--- config.mk ---
export PLATFORM = sky130hd
export DESIGN_NAME = rvp_core
export DESIGN_NICKNAME = d
export VERILOG_FILES = /design/src/design/rvp_pkg.sv /design/src/design/rvp_core.sv
export SDC_FILE = /design/constraint.sdc
export NUM_CORES = 1
export LEC_CHECK = 0
export BUFFER_PORTS_ARGS = -buffer_cell sky130_fd_sc_hd__buf_2
export CORE_AREA = 2 2 104 106
export CTS_BUF_LIST = sky130_fd_sc_hd__clkbuf_2 sky130_fd_sc_hd__clkbuf_4 sky130_fd_sc_hd__clkbuf_8
export DETAILED_ROUTE_END_ITERATION = 16
export DIE_AREA = 0 0 106 108
export PLACE_DENSITY_LB_ADDON = 0.25
export SYNTH_ARGS = -nofsm -noshare
export SYNTH_HDL_FRONTEND = slang
export SYNTH_SLANG_ARGS = --single-unit
--- constraint.sdc ---
create_clock -name clk_i -period 3.5 [get_ports clk_i]
set_input_delay 0.35 -clock clk_i [delete_from_list [all_inputs] [get_ports clk_i]]
set_output_delay 0.35 -clock clk_i [all_outputs]
set_load 0.05 [all_outputs]
--- src/design/rvp_pkg.sv ---
// Purpose: Shared constants for the reset vector and priority block
// Assumes: 16-bit vector addresses, Wishbone register window
// Notes:   Source indices follow the default maskable ranking
package rvp_pkg;

  // Register word addresses (byte address = 4 * index)
  localparam logic [3:0] ADR_PRIO    = 4'h0;
  localparam logic [3:0] ADR_CAUSE   = 4'h1;
  localparam logic [3:0] ADR_VECTOR  = 4'h2;
  localparam logic [3:0] ADR_CORE    = 4'h3;
  localparam logic [3:0] ADR_TIMER   = 4'h4;
  localparam logic [3:0] ADR_PERIPH  = 4'h5;
  localparam logic [3:0] ADR_MAPCFG  = 4'h6;
  localparam logic [3:0] ADR_COMPARE = 4'h7;

  // Reset values
  localparam logic [3:0]  PSEL_RST     = 4'h5;
  localparam logic [3:0]  PSEL_IRQ     = 4'h6;
  localparam logic [7:0]  MAP_INIT_RST = 8'h01;
  localparam logic [15:0] TCNT_RST     = 16'h0000;
  localparam logic [15:0] TOC_RST      = 16'hffff;
  localparam logic [15:0] RAM_TOP      = 16'h03ff;
  localparam logic [15:0] REG_TOP      = 16'h105f;

  // Vectors
  localparam logic [15:0] VEC_POR      = 16'hfffe;
  localparam logic [15:0] VEC_CMF      = 16'hfffc;
  localparam logic [15:0] VEC_WDOG     = 16'hfffa;
  localparam logic [15:0] VEC_NMI      = 16'hfff4;
  localparam logic [15:0] VEC_ILL      = 16'hfff8;
  localparam logic [15:0] VEC_SWI      = 16'hfff6;
  localparam logic [15:0] SPECIAL_MASK = 16'hbfff;
  localparam logic [15:0] VEC_NONE     = 16'h0000;

  // Cycles of vector fetch after reset
  localparam int unsigned FETCH_CYC = 3;

  // Maskable sources in default ranking order, index 0 highest
  localparam int unsigned NSRC = 15;
  localparam logic [3:0] S_IRQ  = 4'd0;
  localparam logic [3:0] S_RTI  = 4'd1;
  localparam logic [3:0] S_IC1  = 4'd2;
  localparam logic [3:0] S_IC2  = 4'd3;
  localparam logic [3:0] S_IC3  = 4'd4;
  localparam logic [3:0] S_OC1  = 4'd5;
  localparam logic [3:0] S_OC2  = 4'd6;
  localparam logic [3:0] S_OC3  = 4'd7;
  localparam logic [3:0] S_OC4  = 4'd8;
  localparam logic [3:0] S_IC4  = 4'd9;
  localparam logic [3:0] S_TOF  = 4'd10;
  localparam logic [3:0] S_PAOV = 4'd11;
  localparam logic [3:0] S_PAED = 4'd12;
  localparam logic [3:0] S_SPI  = 4'd13;
  localparam logic [3:0] S_SCI  = 4'd14;

  // Vector of each maskable source, fixed whatever is promoted
  localparam logic [15:0] MVEC [NSRC] = '{
    16'hfff2, 16'hfff0, 16'hffee, 16'hffec, 16'hffea,
    16'hffe8, 16'hffe6, 16'hffe4, 16'hffe2, 16'hffe0,
    16'hffde, 16'hffdc, 16'hffda, 16'hffd8, 16'hffd6};

  typedef enum logic [1:0] {
    RVP_FETCH = 2'b00,
    RVP_RUN   = 2'b01
  } rvp_state_e;

endpackage

--- src/design/rvp_core.sv ---
// Purpose: Reset vector selection, reset state of control bits and priority resolver
// Assumes: Reset causes and requests are synchronous to clk_i
// Notes:   Registers on classic Wishbone, one word each
//
// Functional notes
// - Reset vector chosen by cause; special modes use BFxx addresses.
// - Non-maskable ranking: reset, clock monitor, watchdog, nmi pin, illegal, swi.
// - Default maskable ranking of fifteen sources from external pin to serial system.
// - Priority field lifts one maskable source, others keep their order.
// - Promoted source still obeys global mask and local enable.
// - Vector of each source fixed regardless of promotion.
// - Priority register writable only while global maskable mask set.
// - Priority field resets to 0101, external pin highest.
// - Vector fetched in three cycles; both masks and stop inhibit set.
// - Mapping register resets so RAM at 0000 and registers at 1000.
// - Expanded modes give ports B, C, F to bus; single chip all inputs.
// - Timer count, prescaler cleared; compares FFFF; flags and enables cleared.
// - Capture4/compare5 select cleared; compare5 mode and level cleared.
// - Realtime flag, its enable and rate bits cleared.
// - Pulse accumulator disabled at reset.
// - Watchdog enabled unless disable bit set; shortest rate.
// - Async serial: masked, off, 8-bit, flags per reset state.
// - Synchronous serial peripheral disabled at reset.
// - Converter power-up bit and complete flag cleared.
// - EEPROM programming off; external pin level sensitive.
// - Boot, special and mode-A bits taken from mode inputs at reset release.
// - Stop delay bit set; both clock monitor enables cleared.
// - Code 0101 falls back to external pin like 0110.
`timescale 1ns/100ps
`default_nettype none

module rvp_core (
  input  wire logic        clk_i,
  input  wire logic        rst_i,
  // Reset causes, held with rst_i
  input  wire logic        cause_cmf_i,
  input  wire logic        cause_wdog_i,
  // Mode inputs
  input  wire logic        mode_select_b_input_i,
  input  wire logic        mode_select_a_input_i,
  input  wire logic        watchdog_disable_bit_i,
  input  wire logic [3:0]  eeprom_position_bits_i,
  // Requests
  input  wire logic        nmi_req_i,
  input  wire logic        ill_req_i,
  input  wire logic        swi_req_i,
  input  wire logic [14:0] mreq_i,
  input  wire logic [14:0] men_i,
  // Core global masks
  input  wire logic        core_i_mask_i,
  input  wire logic        core_x_mask_i,
  // Wishbone slave
  input  wire logic        wb_cyc_i,
  input  wire logic        wb_stb_i,
  input  wire logic        wb_we_i,
  input  wire logic [5:0]  wb_adr_i,
  input  wire logic [3:0]  wb_sel_i,
  input  wire logic [31:0] wb_dat_i,
  output logic      [31:0] wb_dat_o,
  output logic             wb_ack_o,
  // Core outputs
  output logic             fetch_o,
  output logic      [15:0] reset_vec_o,
  output logic             irq_valid_o,
  output logic      [15:0] irq_vec_o,
  output logic      [2:0]  ccr_init_o,
  output logic             expanded_bus_o,
  output logic             watchdog_en_o
);

  ////////////////////////////////////////////////////////////////////////////
  // Mode capture and reset cause

  logic        boot_rom_read_bit_r;
  logic        special_mode_bit_r;
  logic        mode_a_bit_r;
  logic        rst_d_r;
  logic [1:0]  cause_r;
  logic [1:0]  cause_nxt;
  logic        wb_wr;
  logic [3:0]  wadr;

  assign wadr  = wb_adr_i[5:2];
  assign wb_wr = wb_cyc_i & wb_stb_i & wb_we_i & ~wb_ack_o & wb_sel_i[0];

  always_ff @(posedge clk_i) begin
    rst_d_r <= rst_i;
  end

  always_ff @(posedge clk_i) begin
    if (rst_i) begin
      boot_rom_read_bit_r <= 1'b0;
      special_mode_bit_r  <= 1'b0;
      mode_a_bit_r        <= 1'b0;
    end else if (rst_d_r) begin
      boot_rom_read_bit_r <= ~mode_select_b_input_i & ~mode_select_a_input_i;
      special_mode_bit_r  <= ~mode_select_b_input_i;
      mode_a_bit_r        <= mode_select_a_input_i;
    end
  end

  always_comb begin
    if (cause_cmf_i) begin
      cause_nxt = 2'd1;
    end else if (cause_wdog_i) begin
      cause_nxt = 2'd2;
    end else begin
      cause_nxt = 2'd0;
    end
  end

  always_ff @(posedge clk_i) begin
    if (rst_i) begin
      cause_r <= cause_nxt;
    end
  end

  // reset vector by cause and mode
  function automatic logic [15:0] rst_vec(input logic [1:0] c, input logic spc);
    logic [15:0] v;
    v = (c == 2'd1) ? rvp_pkg::VEC_CMF : (c == 2'd2) ? rvp_pkg::VEC_WDOG : rvp_pkg::VEC_POR;
    rst_vec = spc ? (v & rvp_pkg::SPECIAL_MASK) : v;
  endfunction

  assign reset_vec_o = rst_vec(cause_r, special_mode_bit_r);

  ////////////////////////////////////////////////////////////////////////////
  // Fetch sequencer

  rvp_pkg::rvp_state_e state_r;
  logic [1:0]          fcnt_r;

  always_ff @(posedge clk_i) begin
    if (rst_i) begin
      state_r <= rvp_pkg::RVP_FETCH;
      fcnt_r  <= 2'd0;
    end else begin
      case (state_r)
        rvp_pkg::RVP_FETCH: begin
          fcnt_r <= fcnt_r + 2'd1;
          if (fcnt_r == 2'(rvp_pkg::FETCH_CYC - 1)) begin
            state_r <= rvp_pkg::RVP_RUN;
          end
        end
        rvp_pkg::RVP_RUN: begin
          state_r <= rvp_pkg::RVP_RUN;
        end
        default: begin
          state_r <= rvp_pkg::RVP_FETCH;
        end
      endcase
    end
  end

  assign fetch_o = (state_r == rvp_pkg::RVP_FETCH);
  assign ccr_init_o = 3'b111;

  ////////////////////////////////////////////////////////////////////////////
  // Control bits with reset states

  logic [3:0]  psel_r;
  logic [7:0]  map_init_r;
  logic [7:0]  tmr_ctl_r;   // Prescaler, pin actions, edges and enables
  logic [15:0] tcnt_r;
  logic [15:0] toc_r;
  logic [7:0]  per_r;
  logic [1:0]  wd_rate_r;
  logic [2:0]  opt_r;       // delay, cme, forced_clock_monitor_bit

  // priority field writes gated by mask
  always_ff @(posedge clk_i) begin
    if (rst_i) begin
      psel_r <= rvp_pkg::PSEL_RST;
    end else if (wb_wr && wadr == rvp_pkg::ADR_PRIO && core_i_mask_i) begin
      psel_r <= wb_dat_i[3:0];
    end
  end

  always_ff @(posedge clk_i) begin
    if (rst_i) begin
      map_init_r <= rvp_pkg::MAP_INIT_RST;
    end else if (wb_wr && wadr == rvp_pkg::ADR_MAPCFG) begin
      map_init_r <= wb_dat_i[7:0];
    end
  end

  always_ff @(posedge clk_i) begin
    if (rst_i) begin
      tmr_ctl_r <= 8'h00;
      tcnt_r    <= rvp_pkg::TCNT_RST;
      toc_r     <= rvp_pkg::TOC_RST;
    end else begin
      tcnt_r <= tcnt_r + 16'h0001;
      if (wb_wr && wadr == rvp_pkg::ADR_TIMER) begin
        tmr_ctl_r <= wb_dat_i[7:0];
      end
      if (wb_wr && wadr == rvp_pkg::ADR_COMPARE && wb_sel_i[1]) begin
        toc_r <= wb_dat_i[15:0];
      end
    end
  end

  // serial, converter, eeprom and pin sense
  always_ff @(posedge clk_i) begin
    if (rst_i) begin
      per_r <= 8'h03;  // Both transmit-empty flags set, all else clear
    end else if (wb_wr && wadr == rvp_pkg::ADR_PERIPH) begin
      per_r <= wb_dat_i[7:0];
    end
  end

  // watchdog rate and clock monitor options
  always_ff @(posedge clk_i) begin
    if (rst_i) begin
      wd_rate_r <= 2'b00;
      opt_r     <= 3'b100;
    end else if (wb_wr && wadr == rvp_pkg::ADR_CORE) begin
      wd_rate_r <= wb_dat_i[1:0];
      opt_r     <= wb_dat_i[4:2];
    end
  end

  assign watchdog_en_o  = ~watchdog_disable_bit_i;
  // expanded modes take ports B, C, F
  assign expanded_bus_o = mode_a_bit_r;

  ////////////////////////////////////////////////////////////////////////////
  // Priority resolver

  function automatic logic [3:0] promo(input logic [3:0] p);
    case (p)
      4'h0:    promo = rvp_pkg::S_TOF;
      4'h1:    promo = rvp_pkg::S_PAOV;
      4'h2:    promo = rvp_pkg::S_PAED;
      4'h3:    promo = rvp_pkg::S_SPI;
      4'h4:    promo = rvp_pkg::S_SCI;
      4'h7:    promo = rvp_pkg::S_RTI;
      4'h8:    promo = rvp_pkg::S_IC1;
      4'h9:    promo = rvp_pkg::S_IC2;
      4'ha:    promo = rvp_pkg::S_IC3;
      4'hb:    promo = rvp_pkg::S_OC1;
      4'hc:    promo = rvp_pkg::S_OC2;
      4'hd:    promo = rvp_pkg::S_OC3;
      4'he:    promo = rvp_pkg::S_OC4;
      4'hf:    promo = rvp_pkg::S_IC4;
      default: promo = rvp_pkg::S_IRQ;
    endcase
  endfunction

  logic [14:0] live;
  logic [3:0]  ps;
  logic        m_hit;
  logic [15:0] m_vec;
  logic        nmi_live;

  // masking applies to promoted source too
  assign live     = mreq_i & men_i & {15{~core_i_mask_i}};
  assign ps       = promo(psel_r);
  assign nmi_live = nmi_req_i & ~core_x_mask_i;

  always_comb begin
    m_hit = 1'b0;
    m_vec = rvp_pkg::VEC_NONE;
    for (int i = rvp_pkg::NSRC - 1; i >= 0; i--) begin
      if (live[i]) begin
        m_hit = 1'b1;
        m_vec = rvp_pkg::MVEC[i];
      end
    end
    if (live[ps]) begin
      m_vec = rvp_pkg::MVEC[ps];
    end
  end

  always_ff @(posedge clk_i) begin
    if (rst_i) begin
      irq_valid_o <= 1'b0;
      irq_vec_o   <= rvp_pkg::VEC_NONE;
    end else if (fetch_o) begin
      irq_valid_o <= 1'b0;
      irq_vec_o   <= rvp_pkg::VEC_NONE;
    end else begin
      irq_valid_o <= nmi_live | ill_req_i | swi_req_i | m_hit;
      irq_vec_o   <= nmi_live  ? rvp_pkg::VEC_NMI :
                     ill_req_i ? rvp_pkg::VEC_ILL :
                     swi_req_i ? rvp_pkg::VEC_SWI : m_vec;
    end
  end

  ////////////////////////////////////////////////////////////////////////////
  // Wishbone read and ack

  always_ff @(posedge clk_i) begin
    if (rst_i) begin
      wb_ack_o <= 1'b0;
      wb_dat_o <= 32'h0000_0000;
    end else begin
      wb_ack_o <= wb_cyc_i & wb_stb_i & ~wb_ack_o;
      case (wadr)
        rvp_pkg::ADR_PRIO:    wb_dat_o <= {24'h0, boot_rom_read_bit_r, special_mode_bit_r,
                                           mode_a_bit_r, 1'b0, psel_r};
        rvp_pkg::ADR_CAUSE:   wb_dat_o <= {30'h0, cause_r};
        rvp_pkg::ADR_VECTOR:  wb_dat_o <= {irq_valid_o, 15'h0, irq_vec_o};
        rvp_pkg::ADR_CORE:    wb_dat_o <= {27'h0, opt_r, wd_rate_r};
        rvp_pkg::ADR_TIMER:   wb_dat_o <= {tcnt_r, 8'h0, tmr_ctl_r};
        rvp_pkg::ADR_PERIPH:  wb_dat_o <= {24'h0, per_r};
        rvp_pkg::ADR_MAPCFG:  wb_dat_o <= {20'h0, eeprom_position_bits_i, map_init_r};
        rvp_pkg::ADR_COMPARE: wb_dat_o <= {16'h0, toc_r};
        default:              wb_dat_o <= 32'h0000_0000;
      endcase
    end
  end

  ////////////////////////////////////////////////////////////////////////////
  // Assertions

  a_psel_reset: assert property (@(posedge clk_i) $fell(rst_i) |-> psel_r == 4'h5)
    else $error("priority field not 0101 after reset");
  a_psel_guard: assert property (@(posedge clk_i) disable iff (rst_i)
    (wb_wr && wadr == 4'h0 && !core_i_mask_i) |=> $stable(psel_r))
    else $error("priority field written while unmasked");
  a_fetch_len: assert property (@(posedge clk_i) $fell(rst_i) |-> fetch_o [*3] ##1 !fetch_o)
    else $error("vector fetch not three cycles");
  a_vec_wdog: assert property (@(posedge clk_i) disable iff (rst_i)
    (cause_r == 2'd2 && !special_mode_bit_r) |-> reset_vec_o == 16'hfffa)
    else $error("watchdog vector wrong");
  a_mask_block: assert property (@(posedge clk_i) disable iff (rst_i)
    (core_i_mask_i && !nmi_req_i && !ill_req_i && !swi_req_i) |=> !irq_valid_o)
    else $error("masked request passed");
  a_promo_wins: assert property (@(posedge clk_i) disable iff (rst_i)
    (!fetch_o && live[ps] && !nmi_live && !ill_req_i && !swi_req_i)
    |=> irq_vec_o == $past(rvp_pkg::MVEC[ps]))
    else $error("promoted source not first");
  a_nmi_first: assert property (@(posedge clk_i) disable iff (rst_i)
    (!fetch_o && nmi_live) |=> irq_vec_o == 16'hfff4)
    else $error("nmi not above other requests");
  a_tmr_reset: assert property (@(posedge clk_i) $fell(rst_i) |->
    toc_r == 16'hffff && tmr_ctl_r == 8'h00 && tcnt_r == 16'h0000)
    else $error("timer reset state wrong");
  a_opt_reset: assert property (@(posedge clk_i) $fell(rst_i) |-> opt_r == 3'b100)
    else $error("clock monitor options reset wrong");

  // Further reset states, cause ranking and fetch quiet time
  a_rate_reset: assert property (@(posedge clk_i) $fell(rst_i) |-> wd_rate_r == 2'b00)
    else $error("watchdog rate not shortest after reset");
  a_map_reset: assert property (@(posedge clk_i) $fell(rst_i) |-> map_init_r == 8'h01)
    else $error("mapping register reset wrong");
  a_per_reset: assert property (@(posedge clk_i) $fell(rst_i) |-> per_r == 8'h03)
    else $error("serial and converter reset state wrong");
  a_cmf_first: assert property (@(posedge clk_i) (rst_i && cause_cmf_i) |=> cause_r == 2'd1)
    else $error("clock monitor cause not ranked first");
  a_vec_special: assert property (@(posedge clk_i) disable iff (rst_i)
    special_mode_bit_r |-> reset_vec_o[14] == 1'b0)
    else $error("special mode vector not in BFxx page");
  a_mode_load: assert property (@(posedge clk_i) (!rst_i && rst_d_r)
    |=> special_mode_bit_r == !$past(mode_select_b_input_i) && mode_a_bit_r == $past(mode_select_a_input_i))
    else $error("mode bits not taken at reset release");
  a_fetch_quiet: assert property (@(posedge clk_i) disable iff (rst_i) fetch_o |=> !irq_valid_o)
    else $error("request presented during vector fetch");
  a_ill_next: assert property (@(posedge clk_i) disable iff (rst_i)
    (!fetch_o && !nmi_live && ill_req_i) |=> irq_vec_o == 16'hfff8)
    else $error("illegal trap not above swi and maskable");

endmodule

`default_nettype wire

==> results of run 1 <==
sequential cells by signal, indices dropped and copies added, names as in the netlist, 2 cells and up:
register / flops
toc_r: 16
wb_dat_o: 32
irq_vec_o: 6
opt_r: 3
map_init_r: 8
wd_rate_r: 2
tmr_ctl_r: 8
cause_r: 2
fcnt_r: 2
tcnt_r: 16
psel_r: 4
ps: 4
per_r: 8
Yosys cell counts (all sizes together), types with 4 or more instances:
cell type  instances
a22oi              8
a31oi              4
a41oi              4
nor2b             28
inv               11
mux2               6
nor4               5
o211ai             5
ha                 5
dfxtp            116
nand3             10
nand3b             4
xnor2              5
nand2b             5
xor2               7
and3               4
a21oi             31
or3                4
nor3               6
buf               47
or2                4
nand4              4
nand4b             6
nor2              77
nand2             42
a221oi             8
mux2i             34
nor4b              4
o21ai             11
a211o             23
and2              18
clkbuf            11
cells by family (layout without fill, tap and decap cells):
kind of cell / Yosys count / in the layout
compound gates: 116 / 116
xor+xnor: 12 / 12
fa+ha+maj: 5 / 5
buf+inv: 69 / 172
flops: 118 / 118
mux: 41 / 41
other cells: 2 / 17
simple gates: 231 / 231
report_power, final:
part           internal [mW]  switching, mW
clock network          0.633          0.550
registers               1.39         0.0335
logic                  0.132          0.343
total                   2.15          0.927
how the worst min path moves through the flow:
stage	to	slack [ns]	depth (start not counted)
detailed placement	wb_dat_o[15]	0.45	2
global route	special_mode_bit_r	0.10	2
CTS	special_mode_bit_r	0.10	2
finish	special_mode_bit_r	0.12	2
global placement	wb_dat_o[12]	0.44	2
floorplan	rst_d_r	0.38	0
metrics by stage:
stage               instance area, um2  util, %  hold WS, ns  setup WS [ns]  power [mW]
floorplan                         5600        -        0.378           1.50        1.83
global placement                  6060     59.2        0.441          0.973        1.91
detailed placement                6060     59.2        0.449          0.908        1.92
CTS                               6440     63.0        0.100           1.37        3.11
global route                      6440     63.0        0.103           1.17        3.20
finish                            6440     63.0        0.123           1.34        3.08
worst register-to-register path, cell delays in order (launching register included):
cell	delay, ns
dfxtp_1	0.58
nand2b_1	0.13
o311ai_1	0.36
o21bai_2	0.16
o31ai_4	0.34
mux2i_1	0.32
o31ai_2	0.08
metal layers:
metal | up-vias | global-route usage [%] | part of all wire, %
met5 | - | 0 | 0
met3 | 16 | 4.82 | 6.9
met1 | 2143 | 27.8 | 45
li1 | 2274 | - | -
met4 | 0 | 8.08 | 1.2
met2 | 180 | 35.9 | 47
area by class of cell:
type / instances / area [um2] / area share [%]
Clock buffer: 17 / 234 / 3.63
Clock inverter: 14 / 151 / 2.35
Inverter: 11 / 41.3 / 0.641
Multi-Input combinational cell: 422 / 2800 / 43.5
Sequential cell: 118 / 2380 / 37.0
Tap cell: 136 / 170 / 2.64
Timing Repair Buffer: 130 / 663 / 10.3
==> results.tsv, run 1 <==
metric	value	unit
status	finished clean	
ys_ff_latch	118	
synthAdderAreaFrac	1.13	%
drt-total-wl	12300	um
async_flop_share	0	%
synth_compound_area_share	15.7	%
drt-pass1-iter-count	5	
num_rows	37	
insertion_delay	0.42	ns
portBuffers	125	
die_area	11400	um2
finalSetupTns	0	ns
yosysTopAreaCellShare	41.9	%
via_count	4613	
rsz0062_at_grt	false	
drive_gt1_share	27.0	%
crit_buf_inv	3	
period_share	61.6	%
clkTransAtPathRegs	0.08	ns
yosys_warnings	0	
syn_area	5550	um2
seq_area_frac_synth	43.0	%
cpPeakStageDelay	0.49	ns
crit_cells	9	
syn_to_final_growth	16.2	%
hold_class	input pin to flop	
cts_root_buf	clkbuf_8	
period_minus_slack	2.16	ns
hold_violations	0	
slew_headroom	47.7	%
critPathMaxFanout	26	
critical_path_class	input pin to flop	
synth_top_family_by_area	simple AND/OR/NAND/NOR gates	
synthMuxAreaShare	7.76	%
mostFrequentLayoutCell	buf_2	
antenna_found_initial	0	
cts_resized	0	
p_leak	2.67	nW
fillers	893	
slowest_stage	buf_2	
synth_cells	594	
irDropWorstVdd	0.235	mV
cts_hold_buffers	0	
drv_slew	0	
setup_viol	0	
cts_buffer_depth	2	
synth_largest_area_cell	dfxtp_1	
required	3.81	ns
finalNetCount	796	
cts_setup_buffers	0	
io_pins	163	
maxCapViolations	0	
diodes	0	
dpl.cell_count	817	
worstMarginPinSlew	0.782	ns
synth_xor_area_share	1.90	%
track_usage	21.6	%
cts_made_buffers	17	
cts_htree_levels	4	
gp_congestion	0.910	
reg2regPathDepth	6	
die_height	108	um
avgSynthCellArea	9.34	um2
grt_pass1_vias	4234	
grt_max_degree	39	
synth_flop_cell	dfxtp_1	
cp_top_family	buffers and inverters	
die_w	106	um
antenna_left	0	
crit_path_end	toc_r[2]	
grt_first_pass_wirelength	19700	um
synthSimpleGateAreaFrac	22.9	%
drtIter0Drc	217	
startpoint	wb_adr_i[2]	
synthTopCellsByArea	dfxtp_1 42%, mux2i_1 6.1%, nor2_1 5.0%	
final_cells	848	
finClkSkew	0.0114	ns
cp-start-kind	input pin	
clkSinkCount	118	
r2r_slack	1.43	ns
start_util	54.2	%
arrival	2.47	ns
vias_per_cell	5.44	
endpoint_kind	flop	
r2r_end	irq_vec_o[3]	
final_cell_mix	125 x buf_2, 116 x dfxtp_1, 74 x nor2_1	
cts_tree	done	
cp_cell_sequence	buf_2, nand2_1, nor2_1, buf_4, nand2_1, nor2_2, buf_4, nor2b_1, a211o_1	
powerDensity	477	nW/um2
min_from	mode_select_b_input_i	
grt_overflow	0	
r2r-start	ps[0]	
dp_hpwl	8970	um
synthDistinctLibCells	74	
synth-edff-count	2	
avgRoutedWirePerCell	14.5	um
drc	0	
fmax	464	MHz
core-area	10200	um2
Power figures use the tool's default switching activity.
==> run 2, diff against run 1 <==
CORE_AREA = 2 2 105 107   (was 2 2 104 106)
DIE_AREA = 0 0 107 109   (was 0 0 106 108)
clock period = 2.05 ns   (was 3.5 ns; I/O delays follow)
==> results.tsv, run 2 (synthesis gave the netlist of run 1 again) <==
metric	value	unit
core-area	10600	um2
cp-start-kind	flop	
min_to	toc_r[6]	
cp_top_family	compound AO/OA/AOI/OAI gates	
final_cell_mix	125 x buf_2, 115 x dfxtp_1, 74 x nor2_1	
r2r_slack	0.17	ns
period_share	91.8	%
syn_to_final_growth	21.7	%
grt_pass1_vias	4427	
cts_made_buffers	17	
vias_per_cell	5.39	
antenna_found_initial	0	
cts_setup_buffers	0	
hold_depth	2	
grt_max_degree	33	
grt_first_pass_wirelength	20900	um
slew_headroom	62.2	%
mostFrequentLayoutCell	buf_2	
diodes	0	
period_minus_slack	1.88	ns
r2r_end	irq_vec_o[2]	
arrival	2.24	ns
crit_cells	6	
drt-pass1-iter-count	5	
cts_root_buf	clkbuf_8	
grt_overflow	0	
largest_reg_flops	32	
cpPeakStageDelay	0.56	ns
drc	0	
final_cells	883	
avgRoutedWirePerCell	14.5	um
finalNetCount	826	
drt-total-wl	12800	um
cts_tree	done	
p_leak	2.84	nW
endpoint_kind	flop	
cts_htree_levels	4	
io_pins	163	
insertion_delay	0.43	ns
worstMarginPinSlew	0.560	ns
die_height	109	um
start_util	52.3	%
critical_path_class	flop to flop	
via_count	4759	
portBuffers	125	
dpl.cell_count	839	
final_util	63.7	%
drtIter0Drc	250	
setup_viol	0	
num_rows	38	
clkSinkCount	118	
rsz0062_at_grt	false	
reg2regPathDepth	6	
die_area	11700	um2
min_from	wb_dat_i[6]	
status	finished clean	
design_area	6750	um2
maxCapViolations	0	
cp_cell_sequence	nand4bb_1, a31oi_1, o2111ai_2, o31ai_4, or3_1, a211oi_2	
regMostFlops	wb_dat_o	
slowest_stage	dfxtp_1	
finClkSkew	0.0111	ns
drive_gt1_share	28.5	%
required	2.41	ns
antenna_left	0	
cts_buffer_depth	2	
track_usage	22.8	%
r2r-start	ps[1]	
place_area	6210	um2
hold_class	input pin to flop	
critPathMaxFanout	11	
finalSetupTns	0	ns
fmax	531	MHz
dp_hpwl	9230	um
crit_buf_inv	0	
hold_violations	0	
die_w	107	um
clkTransAtPathRegs	0.07	ns
powerDensity	807	nW/um2
largestRegisters	wb_dat_o (32), tcnt_r (16), toc_r (16)	
irDropWorstVdd	0.542	mV
drv_slew	0	
gp_congestion	0.830	
run 2: area by class of cell:
| type | count | area [um2] |
|---|---|---|
| clock inverters | 11 | 151 |
| fillers | 905 | 3850 |
| multi-input cells | 422 | 2800 |
| clock buffers | 21 | 264 |
| repair buffers | 160 | 931 |
| well taps | 140 | 175 |
| inverters | 11 | 41.3 |
| flip-flops and latches | 118 | 2380 |
run 2: metrics by stage:
| step | hold WS [ns] | setup WS, ns | power (mW) |
|---|---|---|---|
| after global placement | 0.396 | 0.153 | 3.29 |
| after global routing | 0.0374 | 0.0346 | 5.68 |
| after detailed placement | 0.401 | 0.0756 | 3.30 |
| after CTS | 0.00733 | 0.0751 | 5.49 |
| after floorplan | 0.233 | 0.0484 | 3.13 |
| final | 0.0272 | 0.168 | 5.45 |
run 2: worst max-delay path by stage:
stage / startpoint / end / slack, ns
global route: wb_ack_o / ps[3] / 0.03
finish: ps[1] / irq_vec_o[2] / 0.17
detailed placement: core_i_mask_i / ps[3] / 0.08
floorplan: wb_ack_o / ps[3] / 0.05
global placement: core_i_mask_i / ps[3] / 0.15
CTS: ps[0] / irq_vec_o[3] / 0.08
run 2: routing by layer:
layer | vias up | routed length, um | global-route usage [%]
met4 | 0 | 262 | 10.3
met5 | - | 0 | 0
li1 | 2333 | - | -
met2 | 173 | 6090 | 37.7
met3 | 24 | 706 | 4.90
met1 | 2229 | 5770 | 28.8
run 2: timing repair:
item                                    in CTS  in global routing
endpoints found under the setup margin       0                  3
gates resized for setup                      0                  1
hold endpoints to repair                    12                  0
hold buffers                                12                  0
run 2: where the power goes:
part / internal (mW) / total (mW) / switching (mW)
sequential: 2.37 / 2.42 / 0.0577
clock: 1.26 / 2.17 / 0.913
combinational: 0.256 / 0.849 / 0.593
total: 3.88 / 5.45 / 1.56
